### src/design/bsc_defines.svh
// Register offsets, reset values and timing counts for the buck shut-down and frequency control
`ifndef BSC_DEFINES_SVH
`define BSC_DEFINES_SVH

// ----------------------------------------------------------------
// Register byte offsets
// ----------------------------------------------------------------
`define BSC_OFS_VOUT       12'h000
`define BSC_OFS_OPER       12'h004
`define BSC_OFS_ONOFF      12'h008
`define BSC_OFS_TOFF_DLY   12'h00c
`define BSC_OFS_TOFF_FALL  12'h010
`define BSC_OFS_TON_RISE   12'h014
`define BSC_OFS_PLL        12'h018
`define BSC_OFS_TON_NOM    12'h01c
`define BSC_OFS_STATUS     12'h020

// ----------------------------------------------------------------
// Field positions
// ----------------------------------------------------------------
`define BSC_OPER_ON_BIT    7
`define BSC_ONOFF_PIN_BIT  0
`define BSC_ONOFF_CMD_BIT  1
`define BSC_ONOFF_SOFT_BIT 2
`define BSC_PLL_EN_BIT     0

// ----------------------------------------------------------------
// Reset values
// ----------------------------------------------------------------
`define BSC_RST_VOUT       16'h0099
`define BSC_RST_ONOFF      3'h1
`define BSC_RST_TOFF_DLY   16'h0100
`define BSC_RST_TOFF_FALL  16'h0010
`define BSC_RST_TON_RISE   16'h0010
`define BSC_RST_TON_NOM    8'h10

// ----------------------------------------------------------------
// Setpoint codes, 1/256 V per LSB
// ----------------------------------------------------------------
`define BSC_CODE_0V65      16'h00a7
`define BSC_CODE_1V10      16'h011a
`define BSC_CODE_1V32      16'h0152
`define BSC_CODE_STARTUP   16'h0020

// ----------------------------------------------------------------
// Timing
// ----------------------------------------------------------------
`define BSC_CLK_KHZ        50000
`define BSC_PCF_BASE_KHZ   470
`define BSC_PCF_BASE_CODE  154
`define BSC_PCF_NUMER      (`BSC_CLK_KHZ * `BSC_PCF_BASE_CODE / `BSC_PCF_BASE_KHZ)
`define BSC_PER_0M50       16'h0064
`define BSC_PER_1M00       16'h0032
`define BSC_PER_1M25       16'h0028
`define BSC_PER_1M50       16'h0021
`define BSC_SHORTEST_ON_PULSE_NS     60
`define BSC_SHORTEST_OFF_PULSE_NS    200
`define BSC_SHORTEST_ON_PULSE_CYC    ((`BSC_SHORTEST_ON_PULSE_NS * `BSC_CLK_KHZ + 999999) / 1000000)
`define BSC_SHORTEST_OFF_PULSE_CYC   ((`BSC_SHORTEST_OFF_PULSE_NS * `BSC_CLK_KHZ + 999999) / 1000000)

`endif

### src/design/bsc_pkg.sv
// Types shared by the buck shut-down and frequency control
package bsc_pkg;

  typedef enum logic [2:0] {
    BSC_OFF,
    BSC_RISE,
    BSC_ON,
    BSC_DELAY,
    BSC_FALL
  } bsc_state_t;

  typedef struct packed {
    logic hi;
    logic lo;
    logic ocp_sample;
  } bsc_drv_t;

endpackage : bsc_pkg

### src/design/bsc_ctrl.sv
// Buck regulator control: APB registers, shut-down sequencing, switching frequency and phase timing
//
// Added by the designer: the APB interface to the registers and the register addresses.
`timescale 1ns/1ns
`include "bsc_defines.svh"

// Summary of operation
// Setpoint code is volts times 256
// Hard-disable from pin, command, policy, rail
// Hard-disable: drivers off, ramp zeroed together
// Soft-off request waits programmed delay first
// Ramp down linearly; drivers off at zero
// Hard shut-down is the reset default
// Power input rail loss is always hard
// Pseudo-constant-frequency default; PLL off at reset
// Default frequency scales with output voltage
// PLL mode applies after enable pin cycle
// PLL frequency chosen from setpoint band
// PLL trims on-time to hold frequency
// Minimum on-time while output still small
// Phase high-side pulses never overlap; code overlaps them once half a period is below the minimum on-time
// Minimum off-time keeps sync switch, samples
// Default policy follows enable pin level
// Ramp up only with valid enable
// Hard-disable overrides any soft-stop phase
module bsc_ctrl (
  input  wire logic              sys_clk_i,
  input  wire logic              reset_i,
  input  wire logic              psel_i,
  input  wire logic              penable_i,
  input  wire logic              pwrite_i,
  input  wire logic [11:0]       paddr_i,
  input  wire logic [31:0]       pwdata_i,
  output logic      [31:0]       prdata_o,
  output logic                   pready_o,
  output logic                   pslverr_o,
  input  wire logic              enable_pin_i,
  input  wire logic              power_input_rail_low_i,
  input  wire logic              fb_below_i,
  output bsc_pkg::bsc_drv_t      phase0_o,
  output bsc_pkg::bsc_drv_t      phase1_o,
  output logic      [15:0]       ss_ref_o,
  output logic                   pll_active_o
);

  localparam logic [15:0] SHORTEST_ON_PULSE  = 16'(`BSC_SHORTEST_ON_PULSE_CYC);
  localparam logic [15:0] SHORTEST_OFF_PULSE = 16'(`BSC_SHORTEST_OFF_PULSE_CYC);
  localparam logic [15:0] PCF_NUM  = 16'(`BSC_PCF_NUMER);

  // ----------------------------------------------------------------
  // Pin synchronisers
  // ----------------------------------------------------------------
  logic [2:0] sy1_q, sy2_q;
  logic       en_s, rail_low_s, fb_below_s;

  always_ff @(posedge sys_clk_i) begin
    if (reset_i) begin
      sy1_q <= 3'h0;
      sy2_q <= 3'h0;
    end else begin
      sy1_q <= {fb_below_i, power_input_rail_low_i, enable_pin_i};
      sy2_q <= sy1_q;
    end
  end

  assign en_s       = sy2_q[0];
  assign rail_low_s = sy2_q[1];
  assign fb_below_s = sy2_q[2];

  // ----------------------------------------------------------------
  // APB register file
  // ----------------------------------------------------------------
  logic [15:0] vout_q,  vout_d;
  logic        op_on_q, op_on_d;
  logic [2:0]  onoff_q, onoff_d;
  logic [15:0] tdly_q,  tdly_d;
  logic [15:0] tfall_q, tfall_d;
  logic [15:0] trise_q, trise_d;
  logic        pll_en_q, pll_en_d;
  logic [7:0]  ton_nom_q, ton_nom_d;
  logic [31:0] rdata_q, rdata_d;
  logic        mapped;
  logic        wr_acc;
  bsc_pkg::bsc_state_t st_q, st_d;
  logic [15:0] ss_q, ss_d;
  logic        pll_act_q, pll_act_d;

  always_comb begin
    mapped = 1'b1;
    rdata_d = rdata_q;
    if (paddr_i == `BSC_OFS_VOUT) begin
      rdata_d = {16'h0000, vout_q};
    end else if (paddr_i == `BSC_OFS_OPER) begin
      rdata_d = {24'h000000, op_on_q, 7'h00};
    end else if (paddr_i == `BSC_OFS_ONOFF) begin
      rdata_d = {29'h00000000, onoff_q};
    end else if (paddr_i == `BSC_OFS_TOFF_DLY) begin
      rdata_d = {16'h0000, tdly_q};
    end else if (paddr_i == `BSC_OFS_TOFF_FALL) begin
      rdata_d = {16'h0000, tfall_q};
    end else if (paddr_i == `BSC_OFS_TON_RISE) begin
      rdata_d = {16'h0000, trise_q};
    end else if (paddr_i == `BSC_OFS_PLL) begin
      rdata_d = {30'h00000000, pll_act_q, pll_en_q};
    end else if (paddr_i == `BSC_OFS_TON_NOM) begin
      rdata_d = {24'h000000, ton_nom_q};
    end else if (paddr_i == `BSC_OFS_STATUS) begin
      rdata_d = {12'h000, 1'b0, st_q, ss_q};
    end else begin
      mapped  = 1'b0;
      rdata_d = 32'h00000000;
    end
    // Read data sampled in the setup cycle so it is a flop output in the access cycle
    if (!(psel_i && !penable_i)) begin
      rdata_d = rdata_q;
    end
  end

  assign wr_acc = psel_i && penable_i && pwrite_i && mapped;

  always_comb begin
    vout_d    = vout_q;
    op_on_d   = op_on_q;
    onoff_d   = onoff_q;
    tdly_d    = tdly_q;
    tfall_d   = tfall_q;
    trise_d   = trise_q;
    pll_en_d  = pll_en_q;
    ton_nom_d = ton_nom_q;
    if (wr_acc) begin
      if (paddr_i == `BSC_OFS_VOUT) begin
        vout_d = pwdata_i[15:0];
      end else if (paddr_i == `BSC_OFS_OPER) begin
        op_on_d = pwdata_i[`BSC_OPER_ON_BIT];
      end else if (paddr_i == `BSC_OFS_ONOFF) begin
        onoff_d = pwdata_i[2:0];
      end else if (paddr_i == `BSC_OFS_TOFF_DLY) begin
        tdly_d = pwdata_i[15:0];
      end else if (paddr_i == `BSC_OFS_TOFF_FALL) begin
        tfall_d = pwdata_i[15:0];
      end else if (paddr_i == `BSC_OFS_TON_RISE) begin
        trise_d = pwdata_i[15:0];
      end else if (paddr_i == `BSC_OFS_PLL) begin
        pll_en_d = pwdata_i[`BSC_PLL_EN_BIT];
      end else if (paddr_i == `BSC_OFS_TON_NOM) begin
        ton_nom_d = pwdata_i[7:0];
      end
    end
  end

  always_ff @(posedge sys_clk_i) begin
    if (reset_i) begin
      vout_q    <= `BSC_RST_VOUT;
      op_on_q   <= 1'b1;
      onoff_q   <= `BSC_RST_ONOFF;
      tdly_q    <= `BSC_RST_TOFF_DLY;
      tfall_q   <= `BSC_RST_TOFF_FALL;
      trise_q   <= `BSC_RST_TON_RISE;
      pll_en_q  <= 1'b0;
      ton_nom_q <= `BSC_RST_TON_NOM;
      rdata_q   <= 32'h00000000;
    end else begin
      vout_q    <= vout_d;
      op_on_q   <= op_on_d;
      onoff_q   <= onoff_d;
      tdly_q    <= tdly_d;
      tfall_q   <= tfall_d;
      trise_q   <= trise_d;
      pll_en_q  <= pll_en_d;
      ton_nom_q <= ton_nom_d;
      rdata_q   <= rdata_d;
    end
  end

  assign prdata_o  = rdata_q;
  assign pready_o  = 1'b1;
  assign pslverr_o = psel_i && penable_i && !mapped;

  // ----------------------------------------------------------------
  // Shut-down and soft-start sequencing
  // ----------------------------------------------------------------
  logic        off_req, soft_en, hard_off;
  logic [15:0] cnt_q, cnt_d;
  logic        en_prev_q;

  // Default policy only watches the pin; the command joins only when configured
  assign off_req  = (onoff_q[`BSC_ONOFF_PIN_BIT] && !en_s)
                 || (onoff_q[`BSC_ONOFF_CMD_BIT] && !op_on_q);
  assign soft_en  = onoff_q[`BSC_ONOFF_SOFT_BIT];
  assign hard_off = rail_low_s || (off_req && !soft_en);

  always_comb begin
    st_d = st_q;
    ss_d = ss_q;
    cnt_d = cnt_q + 1'b1;
    case (st_q)
      bsc_pkg::BSC_OFF: begin
        ss_d  = 16'h0000;
        cnt_d = 16'h0000;
        if (!off_req && !rail_low_s) begin
          st_d = bsc_pkg::BSC_RISE;
        end
      end
      bsc_pkg::BSC_RISE, bsc_pkg::BSC_ON: begin
        if (off_req) begin
          st_d  = bsc_pkg::BSC_DELAY;
          cnt_d = 16'h0000;
        end else if (ss_q == vout_q) begin
          st_d  = bsc_pkg::BSC_ON;
          cnt_d = 16'h0000;
        end else if (cnt_d >= trise_q) begin
          // Later setpoint changes are tracked at the rise rate in both directions
          ss_d  = (ss_q < vout_q) ? ss_q + 1'b1 : ss_q - 1'b1;
          st_d  = bsc_pkg::BSC_RISE;
          cnt_d = 16'h0000;
        end
      end
      bsc_pkg::BSC_DELAY: begin
        if (!off_req) begin
          st_d  = bsc_pkg::BSC_RISE;
          cnt_d = 16'h0000;
        end else if (cnt_d >= tdly_q) begin
          st_d  = bsc_pkg::BSC_FALL;
          cnt_d = 16'h0000;
        end
      end
      bsc_pkg::BSC_FALL: begin
        if (ss_q == 16'h0000) begin
          st_d = bsc_pkg::BSC_OFF;
        end else if (cnt_d >= tfall_q) begin
          ss_d  = ss_q - 1'b1;
          cnt_d = 16'h0000;
        end
      end
      default: begin
        st_d = bsc_pkg::BSC_OFF;
      end
    endcase
    // A hard-disable overrides every state, soft-stop included
    if (hard_off) begin
      st_d  = bsc_pkg::BSC_OFF;
      ss_d  = 16'h0000;
      cnt_d = 16'h0000;
    end
  end

  // PLL selection only takes effect on a rising edge of the enable pin
  always_comb begin
    pll_act_d = pll_act_q;
    if (en_s && !en_prev_q) begin
      pll_act_d = pll_en_q;
    end
  end

  always_ff @(posedge sys_clk_i) begin
    if (reset_i) begin
      st_q      <= bsc_pkg::BSC_OFF;
      ss_q      <= 16'h0000;
      cnt_q     <= 16'h0000;
      en_prev_q <= 1'b0;
      pll_act_q <= 1'b0;
    end else begin
      st_q      <= st_d;
      ss_q      <= ss_d;
      cnt_q     <= cnt_d;
      en_prev_q <= en_s;
      pll_act_q <= pll_act_d;
    end
  end

  assign ss_ref_o     = ss_q;
  assign pll_active_o = pll_act_q;

  // ----------------------------------------------------------------
  // Switching period and on-time
  // ----------------------------------------------------------------
  logic [15:0] period, half, ton_max, ton_sel, ton_eff;
  logic [15:0] per_q, per_d;
  logic [15:0] ton_pll_q, ton_pll_d;
  logic        run, fire0, fire1;

  always_comb begin
    if (pll_act_q) begin
      if (vout_q < `BSC_CODE_0V65) begin
        period = `BSC_PER_0M50;
      end else if (vout_q <= `BSC_CODE_1V10) begin
        period = `BSC_PER_1M00;
      end else if (vout_q <= `BSC_CODE_1V32) begin
        period = `BSC_PER_1M25;
      end else begin
        period = `BSC_PER_1M50;
      end
    end else begin
      // Divider kept combinational; the setpoint changes rarely so timing is relaxed
      period = PCF_NUM / ((vout_q == 16'h0000) ? 16'h0001 : vout_q);
    end
  end

  assign half    = period >> 1;
  // High-side pulse plus minimum off-time fits in half a period when half exceeds the sum of both minimums, so phases cannot overlap
  assign ton_max = (half > SHORTEST_ON_PULSE + SHORTEST_OFF_PULSE) ? half - SHORTEST_OFF_PULSE : SHORTEST_ON_PULSE;
  assign ton_sel = pll_act_q ? ton_pll_q : {8'h00, ton_nom_q};
  assign ton_eff = (ss_q < `BSC_CODE_STARTUP || ton_sel < SHORTEST_ON_PULSE) ? SHORTEST_ON_PULSE
                 : (ton_sel > ton_max) ? ton_max : ton_sel;
  assign run     = (st_q != bsc_pkg::BSC_OFF) && !hard_off;
  assign fire0   = run && (per_q == 16'h0000);
  assign fire1   = run && (per_q == half);

  always_comb begin
    per_d     = (per_q + 1'b1 >= period || !run) ? 16'h0000 : per_q + 1'b1;
    ton_pll_d = ton_pll_q;
    if (fire0) begin
      // Trim on-time once a period so load changes do not move the frequency
      if (fb_below_s && ton_pll_q < ton_max) begin
        ton_pll_d = ton_pll_q + 1'b1;
      end else if (!fb_below_s && ton_pll_q > SHORTEST_ON_PULSE) begin
        ton_pll_d = ton_pll_q - 1'b1;
      end
    end
  end

  always_ff @(posedge sys_clk_i) begin
    if (reset_i) begin
      per_q     <= 16'h0000;
      ton_pll_q <= {8'h00, `BSC_RST_TON_NOM};
    end else begin
      per_q     <= per_d;
      ton_pll_q <= ton_pll_d;
    end
  end

  bsc_phase_leg #(.TW(16)) u_leg0 (
    .sys_clk_i (sys_clk_i),
    .reset_i   (reset_i),
    .run_i     (run),
    .fire_i    (fire0),
    .ton_i     (ton_eff),
    .toff_i    (SHORTEST_OFF_PULSE),
    .drv_o     (phase0_o)
  );

  bsc_phase_leg #(.TW(16)) u_leg1 (
    .sys_clk_i (sys_clk_i),
    .reset_i   (reset_i),
    .run_i     (run),
    .fire_i    (fire1),
    .ton_i     (ton_eff),
    .toff_i    (SHORTEST_OFF_PULSE),
    .drv_o     (phase1_o)
  );
endmodule : bsc_ctrl

### src/design/bsc_phase_leg.sv
// One phase leg: on-time pulse, then synchronous switch with over-current sample window
`timescale 1ns/1ns
module bsc_phase_leg #(
  parameter int unsigned TW = 16
) (
  input  wire logic              sys_clk_i,
  input  wire logic              reset_i,
  input  wire logic              run_i,
  input  wire logic              fire_i,
  input  wire logic [TW-1:0]     ton_i,
  input  wire logic [TW-1:0]     toff_i,
  output bsc_pkg::bsc_drv_t      drv_o
);

  logic          hi_q,  hi_d;
  logic          lo_q,  lo_d;
  logic          smp_q, smp_d;
  logic [TW-1:0] cnt_q, cnt_d;

  always_comb begin
    hi_d  = hi_q;
    lo_d  = lo_q;
    smp_d = smp_q;
    cnt_d = cnt_q;
    if (!run_i) begin
      hi_d  = 1'b0;
      lo_d  = 1'b0;
      smp_d = 1'b0;
      cnt_d = '0;
    end else if (hi_q) begin
      cnt_d = cnt_q + 1'b1;
      if (cnt_d >= ton_i) begin
        hi_d  = 1'b0;
        lo_d  = 1'b1;
        smp_d = 1'b1;
        cnt_d = '0;
      end
    end else if (fire_i && !smp_q) begin
      hi_d  = 1'b1;
      lo_d  = 1'b0;
      cnt_d = '0;
    end else begin
      // Synchronous switch held on for the minimum off-time, current sampled meanwhile
      lo_d = 1'b1;
      if (smp_q) begin
        cnt_d = cnt_q + 1'b1;
        if (cnt_d >= toff_i) begin
          smp_d = 1'b0;
          cnt_d = '0;
        end
      end
    end
  end

  always_ff @(posedge sys_clk_i) begin
    if (reset_i) begin
      hi_q  <= 1'b0;
      lo_q  <= 1'b0;
      smp_q <= 1'b0;
      cnt_q <= '0;
    end else begin
      hi_q  <= hi_d;
      lo_q  <= lo_d;
      smp_q <= smp_d;
      cnt_q <= cnt_d;
    end
  end

  assign drv_o.hi         = hi_q;
  assign drv_o.lo         = lo_q;
  assign drv_o.ocp_sample = smp_q;

endmodule : bsc_phase_leg

### config.mk
export PLATFORM = sky130hd
export DESIGN_NAME = bsc_ctrl
export DESIGN_NICKNAME = d
export VERILOG_FILES = /design/src/design/bsc_pkg.sv /design/src/design/bsc_ctrl.sv /design/src/design/bsc_phase_leg.sv
export VERILOG_INCLUDE_DIRS = /design/src /design/src/design
export SDC_FILE = /design/constraint.sdc
export NUM_CORES = 1
export LEC_CHECK = 0
export ABC_AREA = 1
export ABC_CLOCK_PERIOD_IN_PS = 68800
export BUFFER_PORTS_ARGS = -buffer_cell sky130_fd_sc_hd__clkbuf_2
export CORE_MARGIN = 2
export CORE_UTILIZATION = 69
export DETAILED_ROUTE_END_ITERATION = 10
export GPL_TIMING_DRIVEN = 1
export PLACE_DENSITY_LB_ADDON = 0.2
export SETUP_SLACK_MARGIN = 0.2
export SLEW_MARGIN = 20
export SYNTH_ARGS = -nofsm -noshare
export SYNTH_HDL_FRONTEND = slang
export SYNTH_SLANG_ARGS = --single-unit
### constraint.sdc
create_clock -name sys_clk_i -period 68.8 [get_ports sys_clk_i]
set_clock_uncertainty 0.15 [all_clocks]
set_input_delay 6.88 -clock sys_clk_i [delete_from_list [all_inputs] [get_ports sys_clk_i]]
set_output_delay 6.88 -clock sys_clk_i [all_outputs]
set_load 0.005 [all_outputs]
==> flow_summary.json, run 1 <==
{
  "cts_buffers": 22,
  "vias": 23300,
  "syn_area_um2": 22000,
  "clockRootBuffer": "clkbuf_16",
  "outcome": "finished clean",
  "pwr-share-clk_pct": 44.8,
  "cp_top_family": "compound AO/OA/AOI/OAI gates",
  "synthSimpleGateAreaFrac_pct": 26.6,
  "max_freq_mhz": 33.6,
  "synthTopCellsByArea": "dfxtp_1, ha_1, nand2_1",
  "rows": 65,
  "ys_seq_elements": 209,
  "synth.top_cell.area_share_pct": 19.0,
  "p_per_area_nw_per_um2": 11.5,
  "dp_slack_ns": 39.67,
  "drive_gt1_share_pct": 6.04,
  "start_kind": "flip-flop",
  "synth-xor-area-share_pct": 6.13,
  "detail-route-antenna-nets": 0,
  "layout_setup_ws_ns": 39.05,
  "htree_levels": 1,
  "grt_max_degree": 79,
  "grt_pass1_vias": 22000,
  "dr.pass1.iters": 6,
  "pwr-share-seq_pct": 45.9,
  "ctsHoldBuffers": 0,
  "hold_viol_final": 0,
  "fillers": 2624,
  "die_w_um": 183,
  "gp_congestion": 0.974,
  "timing.final.crit_share_pct": 43.2,
  "wl_per_cell_um": 16.9,
  "clk_latency_ns": 0.53,
  "avgViaCountPerCell": 6.05,
  "crit_top_cell": "nand2_1",
  "drt-initial-drc-count": 1887,
  "slowest_stage": "a31oi_1",
  "regToRegSetupSlack_ns": 39.05,
  "swShare_pct": 25.9,
  "period_needed_ns": 29.75,
  "crit_path_max_fanout": 30,
  "syn2layout_area_growth_pct": 5.69,
  "async_reset_ff_share_pct": 0,
  "initial_core_util_pct": 69.9,
  "leakage_nw": 11.3,
  "hold_class": "flip-flop to flip-flop",
  "avgSynthCellArea_um2": 6.46,
  "clockBufferDepth": 3,
  "place_hpwl_mm": 50.0,
  "worst_pin_slew_ns": 1.11,
  "yosys-top-cells-count": "nand2_1, inv_1, nor2_1, ha_1, a21oi_1",
  "setup.worst_path.end_class": "flip-flop",
  "synth_seq_area_share_pct": 19.0,
  "final_nets": 3767,
  "synthDistinctLibCells": 68,
  "cts_setup_buffers": 0,
  "port-buffer-count": 78,
  "cap_violations": 0,
  "die_h_um": 183,
  "tritoncts": "yes",
  "peakVddDrop_mv": 0.0184,
  "relSlewSlack_pct": 25.8,
  "ys_dominant_reg_cell": "dfxtp_1",
  "power.switching_w": 0.0000691,
  "cp.required_ns": 69.10,
  "yosysMostFrequentCell": "nand2_1",
  "antennaDiodeCount": 0,
  "synth_warnings": 0,
  "drc": 0,
  "ctsResizeCount": 0,
  "setup_viol": 0,
  "worstSetupPathType": "flip-flop to flip-flop",
  "ioPinCount": 109,
  "p_comb_share_pct": 9.4,
  "crit_buf_inv": 20,
  "syn_inst": 3404,
  "die-area_um2": 33300,
  "overflow": 0,
  "synth_top_family_by_area": "simple AND/OR/NAND/NOR gates",
  "drv_slew": 0,
  "synthAdderAreaFrac_pct": 16.5,
  "synth_compound_area_share_pct": 20.4,
  "clk_pin_slew_worst_paths_ns": 0.07,
  "fin_setup_tns_ns": 0,
  "crit_arrival_ns": 30.05,
  "grtUsageTotal_pct": 38.1,
  "synthMuxAreaShare_pct": 0,
  "max_stage_delay_ns": 0.76,
  "cts_sinks": 209,
  "grt_pass1_wl_mm": 106,
  "rsz0062_at_grt": "no",
  "grt_antenna_before_repair": 1,
  "core_area_um2": 31500,
  "power.internal_w": 0.000198,
  "finalWirelength_mm": 64.8,
  "synth_edf_count": 0,
  "yosysTopAreaCell": "dfxtp_1"
}
==> registers in the layout, indices dropped and copies added, names as in the netlist, 3 cells and up <==
| signal | flops |
|---|---|
| vout_q | 16 |
| tfall_q | 16 |
| u_leg0.cnt_q | 16 |
| ss_ref_o | 16 |
| ton_nom_q | 8 |
| ton_pll_q | 16 |
| prdata_o | 19 |
| cnt_q | 16 |
| tdly_q | 16 |
| u_leg1.cnt_q | 16 |
| st_q | 3 |
| per_q | 16 |
| onoff_q | 3 |
| sy2_q | 3 |
| sy1_q | 3 |
| trise_q | 16 |
==> cells by family (layout without fill, tap and decap cells) <==
kind of cell,after synthesis,count (layout)
DFF,209,209
AOI/OAI and AO/OA,759,759
and+or+nand+nor,1355,1355
buffers and inverters,636,659
xor gates and xnor gates,154,154
other,2,16
adders and majority gates,289,289
==> layout by cell type, fill, tap and decap left out, types with 11 or more instances in the layout <==
cell | synthesis | routed
inv_2 | 13 | 14
a31oi_1 | 22 | 22
conb_1 | 2 | 16
ha_1 | 288 | 288
nand2_1 | 608 | 608
o211ai_1 | 31 | 31
nor3_1 | 54 | 53
a211oi_1 | 77 | 77
nand4_1 | 50 | 50
nor2_2 | 19 | 19
o21ai_0 | 224 | 224
xor2_1 | 131 | 131
dfxtp_1 | 209 | 209
nand3_1 | 186 | 186
nor2_1 | 355 | 355
or2_2 | 21 | 21
nor4_1 | 18 | 18
o21bai_1 | 26 | 26
xnor2_1 | 23 | 23
a221oi_1 | 11 | 11
a21oi_1 | 279 | 279
o221ai_1 | 18 | 18
and2_1 | 13 | 13
clkbuf_16 | 0 | 22
inv_1 | 514 | 513
clkbuf_2 | 0 | 77
==> area by class of cell <==
type | count | area [um^2] | share of cell area, %
Sequential cell | 209 | 4180 | 18.0
Multi-Input combinational cell | 2573 | 15400 | 66.2
Inverter | 532 | 2000 | 8.59
Clock buffer | 33 | 672 | 2.89
Clock inverter | 6 | 46.3 | 0.199
Tap cell | 402 | 503 | 2.16
Timing Repair Buffer | 88 | 469 | 2.02
==> metal layers <==
metal / global-route usage (%) / part of all wire, % / vias to the layer above
li1: - / - / 11400
met1: 47.9 / 41 / 10600
met2: 65.3 / 46 / 1046
met3: 5.01 / 8.1 / 206
met4: 16.4 / 4.6 / 0
met5: 0 / 0 / -
==> worst register-to-register path: cells and delay by family, from the launching register on <==
kind                       cells  cell delay, ns
and+or+nand+nor               79            9.81
DFF                            1            0.43
AOI/OAI and AO/OA             50           10.34
buffers and inverters         20            3.66
xor gates and xnor gates       2            0.32
adders and majority gates     15            4.94
==> power groups by stage <==
stage          Clock (W)  Combinational (W)  Sequential, W
3_5_place_dp           0          0.0000241       0.000125
6_report        0.000119          0.0000250       0.000122
3_3_place_gp           0          0.0000233       0.000125
2_1_floorplan          0          0.0000165       0.000125
5_1_grt         0.000125          0.0000276       0.000122
4_1_cts         0.000119          0.0000243       0.000122
==> metrics by stage <==
stage | instance area, um^2 | instances | util, % | hold WS (ns) | power, W
after floorplan | 22100 | 3418 | - | 0.238 | 0.000141
after CTS | 23200 | 3842 | 73.8 | 0.258 | 0.000266
after global placement | 22500 | 3803 | 71.5 | 0.244 | 0.000148
after global routing | 23300 | 3843 | 73.9 | 0.263 | 0.000275
final | 23300 | 3843 | 73.9 | 0.253 | 0.000267
after detailed placement | 22500 | 3803 | 71.6 | 0.249 | 0.000149
==> path summary, 6_finish.rpt <==
| kind | from | endpoint | depth (start not counted) |
|---|---|---|---|
| worst min register to register | sy1_q[2] | sy2_q[2] | 2 |
| worst max register to register | vout_q[11] | u_leg0.cnt_q[10] | 166 |
| worst min-delay path | sy1_q[2] | sy2_q[2] | 2 |
| worst max-delay path | vout_q[11] | u_leg0.cnt_q[10] | 166 |
Note: power is estimated with default switching activity, not from simulation.
==> inputs of run 2 (changes only) <==
--- a/config.mk
+++ b/config.mk
@@ -7,10 +7,10 @@
 export NUM_CORES = 1
 export LEC_CHECK = 0
 export ABC_AREA = 1
-export ABC_CLOCK_PERIOD_IN_PS = 68800
+export ABC_CLOCK_PERIOD_IN_PS = 30800
 export BUFFER_PORTS_ARGS = -buffer_cell sky130_fd_sc_hd__clkbuf_2
 export CORE_MARGIN = 2
-export CORE_UTILIZATION = 69
+export CORE_UTILIZATION = 64
 export DETAILED_ROUTE_END_ITERATION = 10
 export GPL_TIMING_DRIVEN = 1
 export PLACE_DENSITY_LB_ADDON = 0.2
==> constraint.sdc (replaced) <==
create_clock -name sys_clk_i -period 30.8 [get_ports sys_clk_i]
set_clock_uncertainty 0.15 [all_clocks]
set_input_delay 3.08 -clock sys_clk_i [delete_from_list [all_inputs] [get_ports sys_clk_i]]
set_output_delay 3.08 -clock sys_clk_i [all_outputs]
set_load 0.005 [all_outputs]
==> run 2 against run 1 <==
Net effect: clock power rose to 2.7 times the previous value; maximum frequency increased by 5.7%; first-iteration DRC count is 11% higher; largest cell class unchanged; via count up 0.54%; wire length is 2.8% higher; critical endpoint is now ton_pll_q[12]; largest power group is now the clock network; cell count increased by 1.5%; sequential power is 120% higher; total power is 150% higher; sequential cell count unchanged.
==> flow_summary.json, run 2 (same netlist as run 1, synthesis figures left out) <==
{
  "timing.final.crit_share_pct": 91.4,
  "peakVddDrop_mv": 0.0367,
  "cts_sinks": 209,
  "regArea_um2": 4180,
  "drv_slew": 0,
  "ctsHoldBuffers": 0,
  "max_stage_delay_ns": 0.50,
  "period_needed_ns": 28.14,
  "worstSetupPathType": "flip-flop to flip-flop",
  "grtUsageTotal_pct": 36.1,
  "ioPinCount": 109,
  "worst_pin_slew_ns": 1.14,
  "rows": 67,
  "grt_pass1_wl_mm": 107,
  "power_w": 0.000656,
  "avgViaCountPerCell": 5.99,
  "clockBufferDepth": 3,
  "largest_reg_flops": 19,
  "grt_antenna_before_repair": 1,
  "mostFrequentLayoutCells": "nand2_1, inv_1, nor2_1",
  "leakage_nw": 11.4,
  "multi_input_area_um2": 15500,
  "drc": 0,
  "drt-initial-drc-count": 2095,
  "antennaDiodeCount": 0,
  "core_area_um2": 33700,
  "finalInstanceArea_um2": 23600,
  "final_nets": 3777,
  "die_w_um": 189,
  "grt_pass1_vias": 22100,
  "crit_path_max_fanout": 20,
  "r2r_start": "vout_q[14]",
  "place_area_um2": 22600,
  "whs_ns": 0.257,
  "drive_gt1_share_pct": 6.72,
  "cp_top_family": "compound AO/OA/AOI/OAI gates",
  "finalWirelength_mm": 66.7,
  "grt_max_degree": 67,
  "tritoncts": "yes",
  "port-buffer-count": 78,
  "rsz0062_at_grt": "no",
  "slowest_stage": "o21ai_2",
  "die_h_um": 189,
  "clk_latency_ns": 0.55,
  "outcome": "finished clean",
  "startpoint": "vout_q[14]",
  "final_common_cell": "nand2_1",
  "p_per_area_nw_per_um2": 27.8,
  "die-area_um2": 35900,
  "crit_arrival_ns": 28.46,
  "dr.pass1.iters": 8,
  "setup.worst_path.end_class": "flip-flop",
  "htree_levels": 1,
  "fin_setup_tns_ns": 0,
  "place_hpwl_mm": 51.1,
  "clk_pin_slew_worst_paths_ns": 0.06,
  "hold_class": "flip-flop to flip-flop",
  "worstHoldStart": "sy1_q[2]",
  "cp.required_ns": 31.11,
  "crit_buf_inv": 21,
  "fillers": 2991,
  "crit_top_cell": "nand2_1",
  "setup_viol": 0,
  "hold_viol_final": 0,
  "wl_per_cell_um": 17.1,
  "gp_congestion": 0.969,
  "cts_buffers": 23,
  "syn2layout_area_growth_pct": 7.33,
  "vias": 23400,
  "start_kind": "flip-flop",
  "max_freq_mhz": 35.5,
  "clockRootBuffer": "clkbuf_16",
  "detail-route-antenna-nets": 0,
  "overflow": 0,
  "cap_violations": 0,
  "initial_core_util_pct": 65.3,
  "relSlewSlack_pct": 23.7
}
==> run 2: tightest hold or removal path, cell delays in order (launching register included) <==
cell,delay (ns)
dfxtp_1,0.30
inv_1,0.04
nor2_1,0.03
==> run 2: path summary, 6_finish.rpt <==
kind,slack (ns),depth (start not counted),endpoint
min reg2reg,0.26,2,sy2_q[2]
max,2.66,162,ton_pll_q[12]
min,0.26,2,sy2_q[2]
max reg2reg,2.66,162,ton_pll_q[12]
==> run 2: cell type report <==
type                            count  area share, %
Timing Repair inverter              2         0.0424
Timing Repair Buffer               95           2.19
Clock inverter                     16           1.15
Inverter                          532           8.50
Sequential cell                   209           17.7
Tap cell                          448           2.37
Multi-Input combinational cell   2573           65.5
Clock buffer                       26           2.57
==> run 2: repair_timing <==
action,CTS,global route
setup endpoints to repair,0,67
gates resized for setup,0,21
setup buffers,0,6
==> run 2: through the flow <==
| step | setup slack, ns | instances | util (%) |
|---|---|---|---|
| after floorplan | 7.66 | 3418 | - |
| after global placement | 1.98 | 3851 | 67.0 |
| after detailed placement | 1.00 | 3851 | 67.0 |
| after CTS | 0.813 | 3893 | 69.6 |
| after global routing | 0.152 | 3901 | 70.1 |
| final | 2.66 | 3901 | 70.1 |
==> run 2: per-layer routing <==
layer / track usage (%) / up-vias / wire (um)
li1: - / 11400 / -
met1: 45.8 / 10700 / 27700
met2: 61.5 / 1046 / 30500
met3: 5.25 / 218 / 5460
met4: 14.9 / 2 / 3020
met5: 0 / - / 11
==> run 2: power by group <==
part	internal, W	switching [W]
Combinational	0.0000187	0.0000371
Clock	0.000201	0.000125
Sequential	0.000272	0.00000152
